===== config.mk =====
export PLATFORM = sky130hd
export DESIGN_NAME = ldo_regs
export DESIGN_NICKNAME = d
export VERILOG_FILES = /design/src/design/ldo_pkg.sv /design/src/design/ldo_regs.sv
export SDC_FILE = /design/constraint.sdc
export NUM_CORES = 1
export LEC_CHECK = 0
export BUFFER_PORTS_ARGS = -buffer_cell sky130_fd_sc_hd__buf_2
export CAP_MARGIN = 20
export CORE_AREA = 3 3 85 87
export DETAILED_ROUTE_END_ITERATION = 6
export DIE_AREA = 0 0 88 90
export GPL_TIMING_DRIVEN = 0
export PLACE_DENSITY = 0.82
export SYNTH_ARGS = -nofsm -noshare
export SYNTH_HDL_FRONTEND = slang
export SYNTH_SLANG_ARGS = --single-unit

===== constraint.sdc =====
create_clock -name clock -period 3.13 [get_ports clock]
set_input_delay 0.626 -clock clock [delete_from_list [all_inputs] [get_ports clock]]
set_output_delay 0.626 -clock clock [all_outputs]
set_load 0.005 [all_outputs]

===== src/design/ldo_pkg.sv =====
/*
 * ldo_pkg: register map, field positions and reset values for the
 * ldo regulator control register bank.
 * Assumes a 32-bit apb bus where byte address = 4 * register index.
 */
package ldo_pkg;

	// channel count and field widths
	localparam int unsigned NUM_CH = 3;
	localparam int unsigned LEVEL_W = 6;
	localparam int unsigned IDX_W = 8;
	localparam int unsigned ADDR_W = 12;

	// register indices; byte address is four times the index
	localparam logic [7:0] IDX_CH8_LEVEL = 8'h68;
	localparam logic [7:0] IDX_CH8_CTRL = 8'h69;
	localparam logic [7:0] IDX_CH9_LEVEL = 8'h70;
	localparam logic [7:0] IDX_CH9_CTRL = 8'h71;
	localparam logic [7:0] IDX_CH10_LEVEL = 8'h80;
	localparam logic [7:0] IDX_CH10_CTRL = 8'h81;
	localparam logic [7:0] IDX_IRQ_SRC = 8'hc1;
	localparam logic [7:0] IDX_IRQ_STATUS = 8'hd0;
	localparam logic [7:0] IDX_IRQ_MASK = 8'hd1;

	// per-channel lookup, channel 0 = ch8
	localparam logic [7:0] CH_LEVEL_IDX [NUM_CH] = '{
		IDX_CH8_LEVEL, IDX_CH9_LEVEL, IDX_CH10_LEVEL};
	localparam logic [7:0] CH_CTRL_IDX [NUM_CH] = '{
		IDX_CH8_CTRL, IDX_CH9_CTRL, IDX_CH10_CTRL};

	// control/status register bit positions
	localparam int unsigned BIT_ENABLE = 7;
	localparam int unsigned BIT_DISCHARGE = 2;
	localparam int unsigned BIT_FAULT_IE = 1;
	localparam int unsigned BIT_POWER_GOOD = 0;

	// reset values
	localparam logic [5:0] LEVEL_RST = 6'h00;
	localparam logic [2:0] CTRL_RST = 3'h0;
	localparam logic [2:0] MASK_RST = 3'h0;
	localparam logic [7:0] SRC_IDLE = 8'hff;

endpackage : ldo_pkg


===== src/design/ldo_regs.sv =====
/*
 * ldo_regs: apb register bank for three ldo channels (ch8, ch9, ch10):
 * output level select, enable, discharge, fault interrupt enable,
 * power-good status, w1c interrupt status, read/write interrupt mask and source address.
 * Assumes power_good and fault come from the analog domain (async),
 * one 10 MHz clock, synchronous active-high reset.
 */
// Register access over APB is this design's own decision.
`timescale 1ns/1ps

// Contract
// - six-bit level field, bits 5:0, read/write
// - control bit 7 switches regulator on/off
// - control bit 2 enables output discharge
// - discharge only when off and enabled
// - control bit 1 gates channel fault interrupts
// - control bit 0 reads power-good status
// - source address byte, 0xff, resets on read
module ldo_regs
	import ldo_pkg::*;
(
	// clock, reset, enable
	input wire logic clock,
	input wire logic reset,
	input wire logic ce,
	// apb slave
	input wire logic psel,
	input wire logic penable,
	input wire logic pwrite,
	input wire logic [ADDR_W-1:0] paddr,
	input wire logic [31:0] pwdata,
	input wire logic [3:0] pstrb,
	output logic [31:0] prdata,
	output logic pready,
	output logic pslverr,
	// analog side, asynchronous
	input wire logic [NUM_CH-1:0] power_good,
	input wire logic [NUM_CH-1:0] fault,
	// regulator controls
	output logic [NUM_CH-1:0] regulator_on,
	output logic [NUM_CH-1:0] discharge_on,
	output logic [LEVEL_W-1:0] level_ch8,
	output logic [LEVEL_W-1:0] level_ch9,
	output logic [LEVEL_W-1:0] level_ch10,
	// interrupt
	output logic irq
);

	// word index of an aligned address, all-ones when misaligned
	function automatic logic [IDX_W-1:0] idx_of(
		input logic [ADDR_W-1:0] a);
		logic [IDX_W-1:0] r;
		r = a[IDX_W+1:2];
		if (a[1:0] != 2'b00 || a[ADDR_W-1:IDX_W+2] != '0)
			r = 8'hff;
		return r;
	endfunction : idx_of

	function automatic logic is_mapped(input logic [IDX_W-1:0] i);
		logic m;
		m = 1'b0;
		for (int c = 0; c < NUM_CH; c++)
			if (i == CH_LEVEL_IDX[c] || i == CH_CTRL_IDX[c])
				m = 1'b1;
		if (i == IDX_IRQ_SRC || i == IDX_IRQ_STATUS || i == IDX_IRQ_MASK)
			m = 1'b1;
		return m;
	endfunction : is_mapped

	// state
	logic [LEVEL_W-1:0] level_r [NUM_CH];
	logic [NUM_CH-1:0] en_r;
	logic [NUM_CH-1:0] discharge_en_r;
	logic [NUM_CH-1:0] fie_r;
	logic [NUM_CH-1:0] irq_status_r;
	logic [NUM_CH-1:0] irq_mask_r;
	logic [7:0] src_r;
	logic [31:0] prdata_r;
	logic pslverr_r;

	// synchronisers
	logic [NUM_CH-1:0] pg_meta_r;
	logic [NUM_CH-1:0] pg_s_r;
	logic [NUM_CH-1:0] flt_meta_r;
	logic [NUM_CH-1:0] flt_s_r;
	logic [NUM_CH-1:0] flt_d_r;

	// bus decode
	logic setup;
	logic access;
	logic wr;
	logic rd;
	logic [IDX_W-1:0] idx;
	logic [NUM_CH-1:0] fault_rise;
	logic [NUM_CH-1:0] fault_evt;
	logic [7:0] src_nxt;
	logic [31:0] rd_nxt;

	assign idx = idx_of(paddr);
	assign setup = ce && psel && !penable;
	// one wait-free access phase; ce low stalls the bus as well
	assign access = ce && psel && penable;
	assign wr = access && pwrite && pstrb[0] && is_mapped(idx);
	assign rd = access && !pwrite;

	assign pready = ce;
	assign prdata = prdata_r;
	assign pslverr = pslverr_r;

	// analog inputs cross into the clock domain
	always_ff @(posedge clock)
	begin
		if (reset)
		begin
			pg_meta_r <= '0;
			pg_s_r <= '0;
			flt_meta_r <= '0;
			flt_s_r <= '0;
			flt_d_r <= '0;
		end
		else if (ce)
		begin
			pg_meta_r <= power_good;
			pg_s_r <= pg_meta_r;
			flt_meta_r <= fault;
			flt_s_r <= flt_meta_r;
			flt_d_r <= flt_s_r;
		end
	end

	assign fault_rise = flt_s_r & ~flt_d_r;
	assign fault_evt = fault_rise & fie_r;

	// level select fields
	always_ff @(posedge clock)
	begin
		if (reset)
		begin
			for (int c = 0; c < NUM_CH; c++)
				level_r[c] <= LEVEL_RST;
		end
		else
		begin
			for (int c = 0; c < NUM_CH; c++)
				if (wr && idx == CH_LEVEL_IDX[c])
					level_r[c] <= pwdata[LEVEL_W-1:0];
		end
	end

	assign level_ch8 = level_r[0];
	assign level_ch9 = level_r[1];
	assign level_ch10 = level_r[2];

	// channel control bits; bits 6:3 are not stored
	always_ff @(posedge clock)
	begin
		if (reset)
		begin
			en_r <= CTRL_RST;
			discharge_en_r <= CTRL_RST;
			fie_r <= CTRL_RST;
		end
		else
		begin
			for (int c = 0; c < NUM_CH; c++)
				if (wr && idx == CH_CTRL_IDX[c])
				begin
					en_r[c] <= pwdata[BIT_ENABLE];
					discharge_en_r[c] <= pwdata[BIT_DISCHARGE];
					fie_r[c] <= pwdata[BIT_FAULT_IE];
				end
		end
	end

	assign regulator_on = en_r;
	// plain gate on both flops so discharge never overlaps enable
	assign discharge_on = discharge_en_r & ~en_r;

	// sticky fault status, write one to clear; new event wins
	always_ff @(posedge clock)
	begin
		if (reset)
		begin
			irq_status_r <= '0;
			irq_mask_r <= MASK_RST;
		end
		else if (ce)
		begin
			if (wr && idx == IDX_IRQ_MASK)
				irq_mask_r <= pwdata[NUM_CH-1:0];
			if (wr && idx == IDX_IRQ_STATUS)
				irq_status_r <= (irq_status_r & ~pwdata[NUM_CH-1:0])
					| fault_evt;
			else
				irq_status_r <= irq_status_r | fault_evt;
		end
	end

	assign irq = |(irq_status_r & irq_mask_r);

	// source address: lowest channel wins on simultaneous faults
	always_comb
	begin
		src_nxt = src_r;
		if (rd && idx == IDX_IRQ_SRC)
			src_nxt = SRC_IDLE;
		for (int c = int'(NUM_CH) - 1; c >= 0; c--)
			if (fault_evt[c])
				src_nxt = CH_LEVEL_IDX[c];
	end

	always_ff @(posedge clock)
	begin
		if (reset)
			src_r <= SRC_IDLE;
		else if (ce)
			src_r <= src_nxt;
	end

	// read mux; reserved bits and upper bytes come back zero
	always_comb
	begin
		rd_nxt = '0;
		for (int c = 0; c < NUM_CH; c++)
		begin
			if (idx == CH_LEVEL_IDX[c])
				rd_nxt[LEVEL_W-1:0] = level_r[c];
			if (idx == CH_CTRL_IDX[c])
			begin
				rd_nxt[BIT_ENABLE] = en_r[c];
				rd_nxt[BIT_DISCHARGE] = discharge_en_r[c];
				rd_nxt[BIT_FAULT_IE] = fie_r[c];
				rd_nxt[BIT_POWER_GOOD] = pg_s_r[c];
			end
		end
		if (idx == IDX_IRQ_SRC)
			rd_nxt[7:0] = src_r;
		if (idx == IDX_IRQ_STATUS)
			rd_nxt[NUM_CH-1:0] = irq_status_r;
		if (idx == IDX_IRQ_MASK)
			rd_nxt[NUM_CH-1:0] = irq_mask_r;
	end

	// read data captured in the setup cycle, held through access
	always_ff @(posedge clock)
	begin
		if (reset)
		begin
			prdata_r <= '0;
			pslverr_r <= 1'b0;
		end
		else if (setup)
		begin
			prdata_r <= pwrite ? 32'h0000_0000 : rd_nxt;
			pslverr_r <= !is_mapped(idx);
		end
	end
endmodule : ldo_regs


* Word-level counts from Yosys, hierarchy flattened
Memory sizes are Yosys's and may differ from the RTL's.
Cells that the tools add are included.
** Storage, ports and cells
- Flip-flop bits (word level) :: 71
- Memories kept :: 1
- Bits in writable memories :: 18
- Word-level logic and storage cells :: 112
- Output and inout bits :: 59
** Operators by class
- Reduce and logical (&&, ||, !) cells :: 31
- Eq/ne operators :: 9
- Bitwise logic cells :: 13
- Mux-type cells :: 39
** Memories
- level_r :: words 3, width 6, rd ports 3, clocked after memory_dff 0, write ports 3, RTL line ldo_regs.sv:71 : logic [LEVEL_W-1:0] level_r [NUM_CH];
** Operators with widths (count)
- $mux W8 :: 7
- $eq A8 B8 Y1 const B :: 5
- $mux W6 :: 6
- $eq A8 B7 Y1 const B :: 4
- $mux W1 :: 20
- $mux W3 :: 6
- $logic_and A1 B1 Y1 :: 16
- $and A3 B3 Y3 :: 5
- $not A3 Y3 :: 3
- $logic_or A1 B1 Y1 :: 6
- $or A3 B3 Y3 :: 2
- $reduce_and A2 Y1 :: 2
- $reduce_bool A2 Y1 :: 2
- $reduce_bool A4 Y1 :: 1
- $logic_not A1 Y1 :: 3
- $or A1 B1 Y1 :: 3
- $reduce_or A3 Y1 :: 1

* Longest topological paths before layout
Gate-level depths: netlist of the first run.
- Depth in word-level cells :: 15
- Gate-level depth with buffers :: 7

* Worst setup path before layout of the first run
OpenSTA, ideal clock, no wires.
- Path type :: input port to flip-flop
- From :: input port paddr[1]
- To :: memory level_r[0][0] (data pin)
- Path slack :: 0.966 ns
- Data required time :: 2.973 ns
- Data arrival time :: 2.006 ns
- Setup time :: 0.157 ns
- Stages :: 6
- Path buffers :: 1
- Cells stage by stage :: nor4_4 -> nand2_1 -> a211o_1 -> or3_1 -> clkbuf_1 -> nor2_1
** RTL lines
- from (decl) :: RTL line ldo_regs.sv:30 : input wire logic [ADDR_W-1:0] paddr,
- to (decl) :: RTL line ldo_regs.sv:71

==> results of run 1 <==
-- stage by stage --
step                power [mW]  util (%)  setup WS (ns)  instances  hold WS, ns
finish                   1.858     62.15         0.8076        532       0.4461
detailed placement       1.052     58.60         0.4552        516       0.4420
global route             1.928     62.15         0.6369        532       0.4781
CTS                      1.864     62.15         0.8029        532       0.4516
floorplan               0.9786         -         0.9664        373       0.4270
global placement         1.048     58.60         0.4035        516       0.4327
-- power groups by stage --
stage | sequential, mW | clock (mW) | combinational [mW]
2_1_floorplan | 0.873 | 0 | 0.105
3_3_place_gp | 0.874 | 0 | 0.174
3_5_place_dp | 0.876 | 0 | 0.176
4_1_cts | 0.857 | 0.830 | 0.176
5_1_grt | 0.859 | 0.871 | 0.197
6_report | 0.857 | 0.821 | 0.179
-- synthesized netlist by cell type (2+ instances only) --
cell type  number  area (um^2)
buf_1           2        7.510
inv_1           7        26.28
nor2b_1        12        75.07
a222oi_1        3        30.03
clkbuf_1        7        26.28
nand3b_1        6        45.04
a21oi_1        21        105.1
a22oi_1         3        22.52
o21ai_0        24        120.1
nand3_1         6        30.03
nand2_1        23        86.33
a211o_1         4        35.03
buf_2           6        30.03
buf_4          26        195.2
nor3b_1         3        22.52
a21o_1          6        45.04
and3_1          4        25.02
nor3_1          3        15.01
nor4_2          2        25.02
dfxtp_1        44        880.8
edfxtp_1       18        540.5
or3_1           3        18.77
nor3_2          2        20.02
mux2i_1        24        240.2
nand4_1         2        12.51
nor4_1          5        31.28
and3b_1         6        52.55
nor2_1         45        168.9
nand2b_1        4        25.02
mux2_2          2        22.52
-- cells in the final DEF, fill, tap and decap left out, drive strengths merged, types with 2 or more instances in the layout --
cell | synthesis | layout
and3b | 6 | 6
nor2 | 45 | 45
edfxtp | 18 | 18
and3 | 4 | 4
nor2b | 12 | 12
nor3b | 3 | 3
nand3 | 6 | 6
mux2 | 2 | 2
a22oi | 3 | 3
or3 | 3 | 3
nand2 | 23 | 23
nor4b | 2 | 2
buf | 34 | 100
nand4 | 3 | 3
or4b | 3 | 3
nor3 | 5 | 5
mux2i | 24 | 24
a21oi | 21 | 21
nor4 | 8 | 8
conb | 1 | 24
a21o | 6 | 6
a211o | 4 | 4
o21ai | 25 | 25
nand2b | 4 | 4
and4 | 2 | 2
clkbuf | 8 | 17
a222oi | 3 | 3
dfxtp | 44 | 44
nand3b | 6 | 6
inv | 7 | 11
bufinv | 0 | 2
-- area by class of cell --
class                      instances  share of cell area, %
multi-input combinational        262                  40.72
sequential                        62                  35.61
timing repair buffer              66                  8.276
buffer                            42                  6.614
clock buffer                       9                  3.103
clock inverter                     7                  2.602
tap                               77                  2.414
inverter                           7                 0.6583
-- kinds of logic (layout without fill, tap and decap cells) --
group,count (synthesis),in the layout
muxes,26,26
other,1,24
AOI/OAI and AO/OA,73,73
buffers and inverters,49,131
DFF,62,62
and+or+nand+nor,139,139
-- metal layers --
layer  vias to the layer above  GRT usage [%]  routed length [um]  share of wire [%]
li1                       1425              -                   -                  -
met5                         -              0                   0                  0
met4                         0          9.335                 187                2.1
met2                       142          35.24                4123                 46
met1                      1365          31.82                3928                 44
met3                        21          5.302                 757                8.4
-- how the worst max path moves through the flow --
stage,endpoint,start
4_1_cts,level_r[0][7]$_DFFE_PP_,paddr[6]
6_report,level_r[0][13]$_DFFE_PP_,paddr[1]
5_1_grt,level_r[0][13]$_DFFE_PP_,paddr[6]
3_3_place_gp,level_r[0][1]$_DFFE_PP_,paddr[6]
3_5_place_dp,level_r[0][1]$_DFFE_PP_,paddr[6]
2_1_floorplan,level_r[0][0]$_DFFE_PP_,paddr[1]
-- critical path: cells and delay by family --
| kind | cells | cell delay [ns] |
|---|---|---|
| and+or+nand+nor | 4 | 1.20 |
| buffers and inverters | 2 | 0.31 |
| AOI/OAI and AO/OA | 1 | 0.34 |
==> metrics.txt, run 1 <==
run status complete, no violations; Fmax 0.4306 GHz; Post-Synth XOR/XNOR Area 0%; worst-case clock buffer depth 2; DR vias 2,953; initial antenna violation count 0; Net Sw Frac 25.59%; Nets 510; max_cap viols 0; mux share of post-synthesis cell area 8.083%; hold-fix buffer count after cts 0; Synth Register Bits 62; I/O Buffers 66; final setup TNS 0 ns; iteration-0 DRC count of the detailed router 272; RR Endpoint prdata[2]$_SDFFE_PP0P_; CP max stage delay 0.42 ns; NetSw 475.3 uW; Clock Sinks 62; Hold Crit Endpoint prdata[2]$_SDFFE_PP0P_; critical-path cell list buf_2, nor4_4, nand2_1, a211o_1, or3_1, clkbuf_1, nor2_1; hold path depth 2; layout cells sized above 1 28.13%; largest family of logic cells by synthesized area simple AND/OR/NAND/NOR gates; sequential area share after synthesis 43.73%; CP endpoint kind flip-flop; CP Data Arrival Time 2.49 ns; Final HPWL DP 6.908 mm; Detail Route Antenna Nets 0; post-CTS sizing 0; clk slew on worst S/H paths 0.08 ns; largest net degree at the start of global routing 14; ys flop type dfxtp_1; CTS buffer count 9; area occupied by registers 1421 um^2; Die Width 88 um; Fin. Hold Viols 0; grt ovf 0; H-tree Lvls 3; Setup-failing EPs final 0; reg2reg setup slack 1.31 ns; post-synth cell types 57; Final period util 74.20%; Finished Cell Area 3991 um^2; post-synthesis adder-cell area fraction 0%; Worst path slowest cell nor4_4; worst r2r src level_r[0][2]$_DFFE_PP_; Synth Area in Simple Gates 25.06%; max-slew violation count 0; CORE AREA 6422 um^2; Multi-input gate area 1625 um^2; routed wire length 8.996 mm; worst-margin pin slew 0.8128 ns; final worst path period need 2.322 ns; Worst Hold Launch prdata[2]$_SDFFE_PP0P_; die area 7920 um^2; DRT Pass-1 Iters 5; number of global-route vias before repair 2,832; Synth Warn # 0; synthesized area 3251 um^2; Internal 1.382 mW; Post-synth EDFFs 18; CTS tree done; via/cell ratio 5.551; GP Congestion 0.9502; Reg2Reg Depth 5; relative slew slack 45.70%; most flop-heavy register level_r; Pwr Density 465.4 nW/um^2; worst endpoint required time 3.29 ns; flip-flop count of the largest register after layout 18; DRC 0; Flop pwr share 46.2%; Synth Area in Compound Gates 14.09%; # IOs 119; Routed WL per cell 16.91 um; CP Max Fanout 6; Worst-Skew Late Latency 0.35 ns; Async S/R FF share, synth 0%; Placed Area 3764 um^2; peak supply drop 0.2509 mV; # fillers 574; Comb power frac 9.6%; Total GRT Usage 23.28%; Synth Instances 350; antenna fix cells 0; RSZ-0062 raised after global routing no; CP Launch Type input port; DIE HEIGHT 90 um; syn avg cell area 9.287 um^2; first-pass GRT wire length 14.35 mm; site row count 29; Clk pwr share 44.2%; starting density of the core 50.61%; Root Driver clkbuf_8; # Post-CTS Setup Buffers 0; Area Growth Syn to Fin 22.79%; P_leak 1.725 nW; Setup CP Type in2reg; clk_skew 0.008994 ns; Worst Hold Class reg2reg
No activity file was read; power rests on OpenSTA's default activity.
==> inputs of run 2 (changes only) <==
Settings changed: CORE_AREA 3 3 85 87 to 3 3 89 91, DIE_AREA 0 0 88 90 to 0 0 92 94, PLACE_DENSITY 0.82 to 0.79.
Clock period 3.13 ns to 2.1 ns, I/O delays scaled along.
==> metrics.txt, run 2 (synthesis gave the netlist of run 1 again) <==
run status complete, no violations; starting density of the core 45.06%; Setup CP Type in2reg; number of global-route vias before repair 2,765; CP endpoint kind flip-flop; Post-Place Worst Slack -0.4452 ns; CTS tree done; DRC 0; DIE HEIGHT 94 um; RSZ-0062 raised after global routing no; H-tree Lvls 3; Worst Slack Setup Final 0.07638 ns; peak supply drop 0.5141 mV; first-pass GRT wire length 13.98 mm; Clock Sinks 62; # IOs 119; Worst Hold Class in2reg; Setup-failing EPs final 0; DRT Pass-1 Iters 5; most flop-heavy register level_r; CTS buffer count 9; # fillers 670; Reg2Reg Depth 5; Final HPWL DP 6.914 mm; Pwr Density 666.7 nW/um^2; P_leak 1.736 nW; worst-case clock buffer depth 2; relative slew slack 49.45%; Worst-Skew Late Latency 0.34 ns; commonest cells after routing, fill and taps aside 72 x buf_2, 44 x dfxtp_1, 42 x nor2_1, 27 x buf_4; Routed WL per cell 16.14 um; Multi-input gate area 1643 um^2; Fin. Hold Viols 0; CP Data Arrival Time 2.17 ns; clk slew on worst S/H paths 0.07 ns; flip-flop count of the largest register after layout 18; Die Width 92 um; GP Congestion 0.9666; via/cell ratio 5.312; Nets 511; CP max stage delay 0.35 ns; routed wire length 8.958 mm; most common cell after layout, fill and taps aside buf_2; largest net degree at the start of global routing 12; CP Launch Type input port; max-slew violation count 0; die area 8648 um^2; area occupied by registers 1421 um^2; site row count 31; clk_skew 0.008144 ns; Total GRT Usage 21.04%; worst endpoint required time 2.25 ns; Post-Route Utilization 55.91%; CORE AREA 7214 um^2; layout cells sized above 1 29.61%; initial antenna violation count 0; worst-margin pin slew 0.7565 ns; final setup TNS 0 ns; grt ovf 0; DR vias 2,948; CP Max Fanout 6; Final period util 96.36%; max_cap viols 0; hold-fix buffer count after cts 0; antenna fix cells 0; Detail Route Antenna Nets 0; Area Growth Syn to Fin 24.10%; Fmax 0.4942 GHz; critical-path cell list buf_2, nor4_4, nand2_1, a211o_1, or3_1, clkbuf_1, nor2_1; I/O Buffers 66; iteration-0 DRC count of the detailed router 201; Worst path slowest cell or3_1; Root Driver clkbuf_8; final worst path period need 2.024 ns; hold path depth 3
run 2: changes by cell type in the layout (fill, tap and decap cells not counted), sizes merged:
| cell | previous run | this run |
|---|---|---|
| clkinv | 1 | 3 |
| buf | 100 | 101 |
| inv | 11 | 8 |
| clkbuf | 17 | 19 |
| bufinv | 2 | 1 |
run 2: area by class of cell:
type,instances,area share (%)
sequential,62,35.24
inverter,7,0.6514
tap,99,3.071
timing repair buffer,67,8.375
clock inverter,5,1.334
buffer,42,6.576
multi-input combinational,262,40.73
clock buffer,11,4.032
run 2: metal layers:
| metal | track usage (%) | wire, um |
|---|---|---|
| met2 | 33.15 | 3940 |
| met4 | 7.302 | 169 |
| met5 | 0 | 0 |
| met3 | 6.170 | 864 |
| met1 | 27.61 | 3983 |
run 2: repair_timing:
item,4_1_cts,5_1_grt
buffers inserted,1,0
hold endpoints to repair,0,0
endpoints found under the setup margin,9,7
gates resized for setup,2,6
pin swaps,1,0
run 2: worst paths after layout:
| kind | from | to | slack, ns |
|---|---|---|---|
| setup reg to reg | level_r[0][2]$_DFFE_PP_ | prdata[2]$_SDFFE_PP0P_ | 0.30 |
| setup / recovery | paddr[10] | level_r[0][12]$_DFFE_PP_ | 0.08 |
| hold / removal | fault[1] | flt_meta_r[1]$_SDFFE_PP0P_ | 0.32 |
| hold reg to reg | prdata[2]$_SDFFE_PP0P_ | prdata[2]$_SDFFE_PP0P_ | 0.45 |
run 2: metrics by stage:
step | instances | total power, mW | instance area [um^2] | hold slack, ns
3_5_place_dp | 538 | 1.567 | 3791 | 0.4439
2_1_floorplan | 373 | 1.459 | 3337 | 0.4270
4_1_cts | 555 | 2.692 | 4020 | 0.3164
6_report | 555 | 2.689 | 4034 | 0.3157
3_3_place_gp | 538 | 1.562 | 3791 | 0.4344
5_1_grt | 555 | 2.782 | 4034 | 0.3184
run 2: report_power, final:
part | total [mW] | switching, mW | leakage (nW) | internal (mW)
registers | 1.28 | 0.0173 | 0.527 | 1.26
logic | 0.272 | 0.154 | 1.09 | 0.117
clock network | 1.14 | 0.491 | 0.115 | 0.651
run 2: critical path: cells and delay by family:
family,cells,cell delay (ns)
AND/OR/NAND/NOR,4,1.10
buffers and inverters,2,0.31
AO/OA/AOI/OAI,1,0.34
==> inputs of run 3 (changes only) <==
Settings changed: CORE_AREA 3 3 89 91 to 3 3 82 100, DIE_AREA 0 0 92 94 to 0 0 85 103, PLACE_DENSITY 0.79 to 0.78.
==> metrics.txt, run 3 (synthesis gave the netlist of run 1 again) <==
Worst Slack Setup Final 0.06437 ns; Finished Cell Area 4015 um^2; Detail Route Antenna Nets 0; iteration-0 DRC count of the detailed router 262; Die Width 85 um; first-pass GRT wire length 14.54 mm; worst-case clock buffer depth 2; hold path depth 3; antenna fix cells 0; P_leak 1.724 nW; Hold Crit Endpoint flt_meta_r[0]$_SDFFE_PP0P_; layout cells sized above 1 29.17%; starting density of the core 44.69%; number of global-route vias before repair 2,735; CP delay by family, top simple AND/OR/NAND/NOR gates; reg2reg setup slack 0.28 ns; Worst Hold Class in2reg; Worst Path Buf+Inv 2; GP Congestion 0.9565; Worst-Skew Late Latency 0.35 ns; # IOs 119; CP Max Fanout 6; routed wire length 9.141 mm; largest net degree at the start of global routing 13; Worst path slowest cell nor4_4; most flop-heavy register level_r; Nets 511; clk slew on worst S/H paths 0.07 ns; initial antenna violation count 0; DR vias 2,988; max_cap viols 0; relative slew slack 50.27%; Fin. Hold Viols 0; Root Driver clkbuf_8; Fmax 0.4912 GHz; final setup TNS 0 ns; run status complete, no violations; commonest cells after routing, fill and taps aside 72 x buf_2, 45 x nor2_1, 44 x dfxtp_1, 27 x buf_4; DRT Pass-1 Iters 5; Final period util 96.93%; worst-margin pin slew 0.7443 ns; Multi-input gate area 1635 um^2; CP max stage delay 0.35 ns; DIE HEIGHT 103 um; CTS tree done; site row count 34; max-slew violation count 0; worst endpoint required time 2.25 ns; via/cell ratio 5.473; CP Data Arrival Time 2.19 ns; CORE AREA 7274 um^2; Clock Sinks 62; peak supply drop 0.4921 mV; CP endpoint kind flip-flop; final worst path period need 2.036 ns; grt ovf 0; Reg2Reg Depth 5; Post-Place Worst Slack -0.3673 ns; Setup-failing EPs final 0; DRC 0; clk_skew 0.005173 ns; Pwr Density 666.3 nW/um^2; CTS buffer count 9; worst r2r src level_r[0][2]$_DFFE_PP_; RR Endpoint prdata[2]$_SDFFE_PP0P_; hold-fix buffer count after cts 0; Area Growth Syn to Fin 23.52%; # fillers 693; area occupied by registers 1421 um^2; Routed WL per cell 16.74 um; Worst Hold Launch fault[0]; die area 8755 um^2; critical-path cell list buf_2, nor4_4, nand2_1, a211o_1, or3_1, clkbuf_1, nor2_1; CP Launch Type input port; Final HPWL DP 6.939 mm; Total GRT Usage 21.47%; I/O Buffers 66; most common cell after layout, fill and taps aside buf_2; flip-flop count of the largest register after layout 18; H-tree Lvls 3; Placed Area 3780 um^2; Setup CP Type in2reg
run 3: per-layer routing:
metal,vias up,global-route usage (%),wire length [um],part of all wire [%]
li1,1421,-,-,-
met1,1387,29.02,3965,43
met2,158,33.37,4181,46
met3,22,5.196,762,8.3
met4,0,8.039,231,2.5
met5,-,0,0,0
run 3: area by class of cell:
cell class / count / area share, %
flip-flops and latches: 62 / 35.40
inverters: 7 / 0.6544
clock inverters: 6 / 1.683
multi-input cells: 262 / 40.73
repair buffers: 67 / 8.414
clock buffers: 10 / 3.708
well taps: 90 / 2.805
plain buffers: 42 / 6.606
run 3: what timing repair did:
item,CTS,global route
buffers inserted,0,1
setup endpoints to repair,3,14
endpoints found under the hold margin,0,0
resized for setup,1,4
pin swaps,0,1
run 3: metrics by stage:
| stage | total power [mW] | cells | util, % | hold WS (ns) |
|---|---|---|---|---|
| floorplan | 1.459 | 373 | - | 0.4270 |
| global placement | 1.564 | 529 | 51.96 | 0.4325 |
| detailed placement | 1.567 | 529 | 51.96 | 0.4383 |
| CTS | 2.693 | 545 | 54.97 | 0.2966 |
| global route | 2.789 | 546 | 55.19 | 0.3171 |
| finish | 2.675 | 546 | 55.19 | 0.3083 |
run 3: how the worst max path moves through the flow:
stage / slack, ns / cells after the start / to / from
finish: 0.06 / 7 / level_r[0][7]$_DFFE_PP_ / paddr[10]
global placement: -0.38 / 7 / level_r[0][8]$_DFFE_PP_ / paddr[6]
CTS: 0.006 / 7 / level_r[0][13]$_DFFE_PP_ / paddr[1]
detailed placement: -0.37 / 7 / level_r[0][7]$_DFFE_PP_ / paddr[6]
global route: -0.0009 / 7 / level_r[0][12]$_DFFE_PP_ / paddr[10]
floorplan: 0.14 / 6 / level_r[0][0]$_DFFE_PP_ / paddr[1]
run 3: power by group:
group          internal (mW)  switching, mW
logic                  0.116          0.155
registers               1.26         0.0179
clock network          0.623          0.503
total                   2.00          0.677
run 3: worst register-to-register path, cell delays in order, from the launching register on:
cell	delay [ns]
edfxtp_1	0.39
nor4bb_1	0.15
nor4_1	0.37
o221ai_1	0.25
a222oi_1	0.44
o21ai_1	0.10
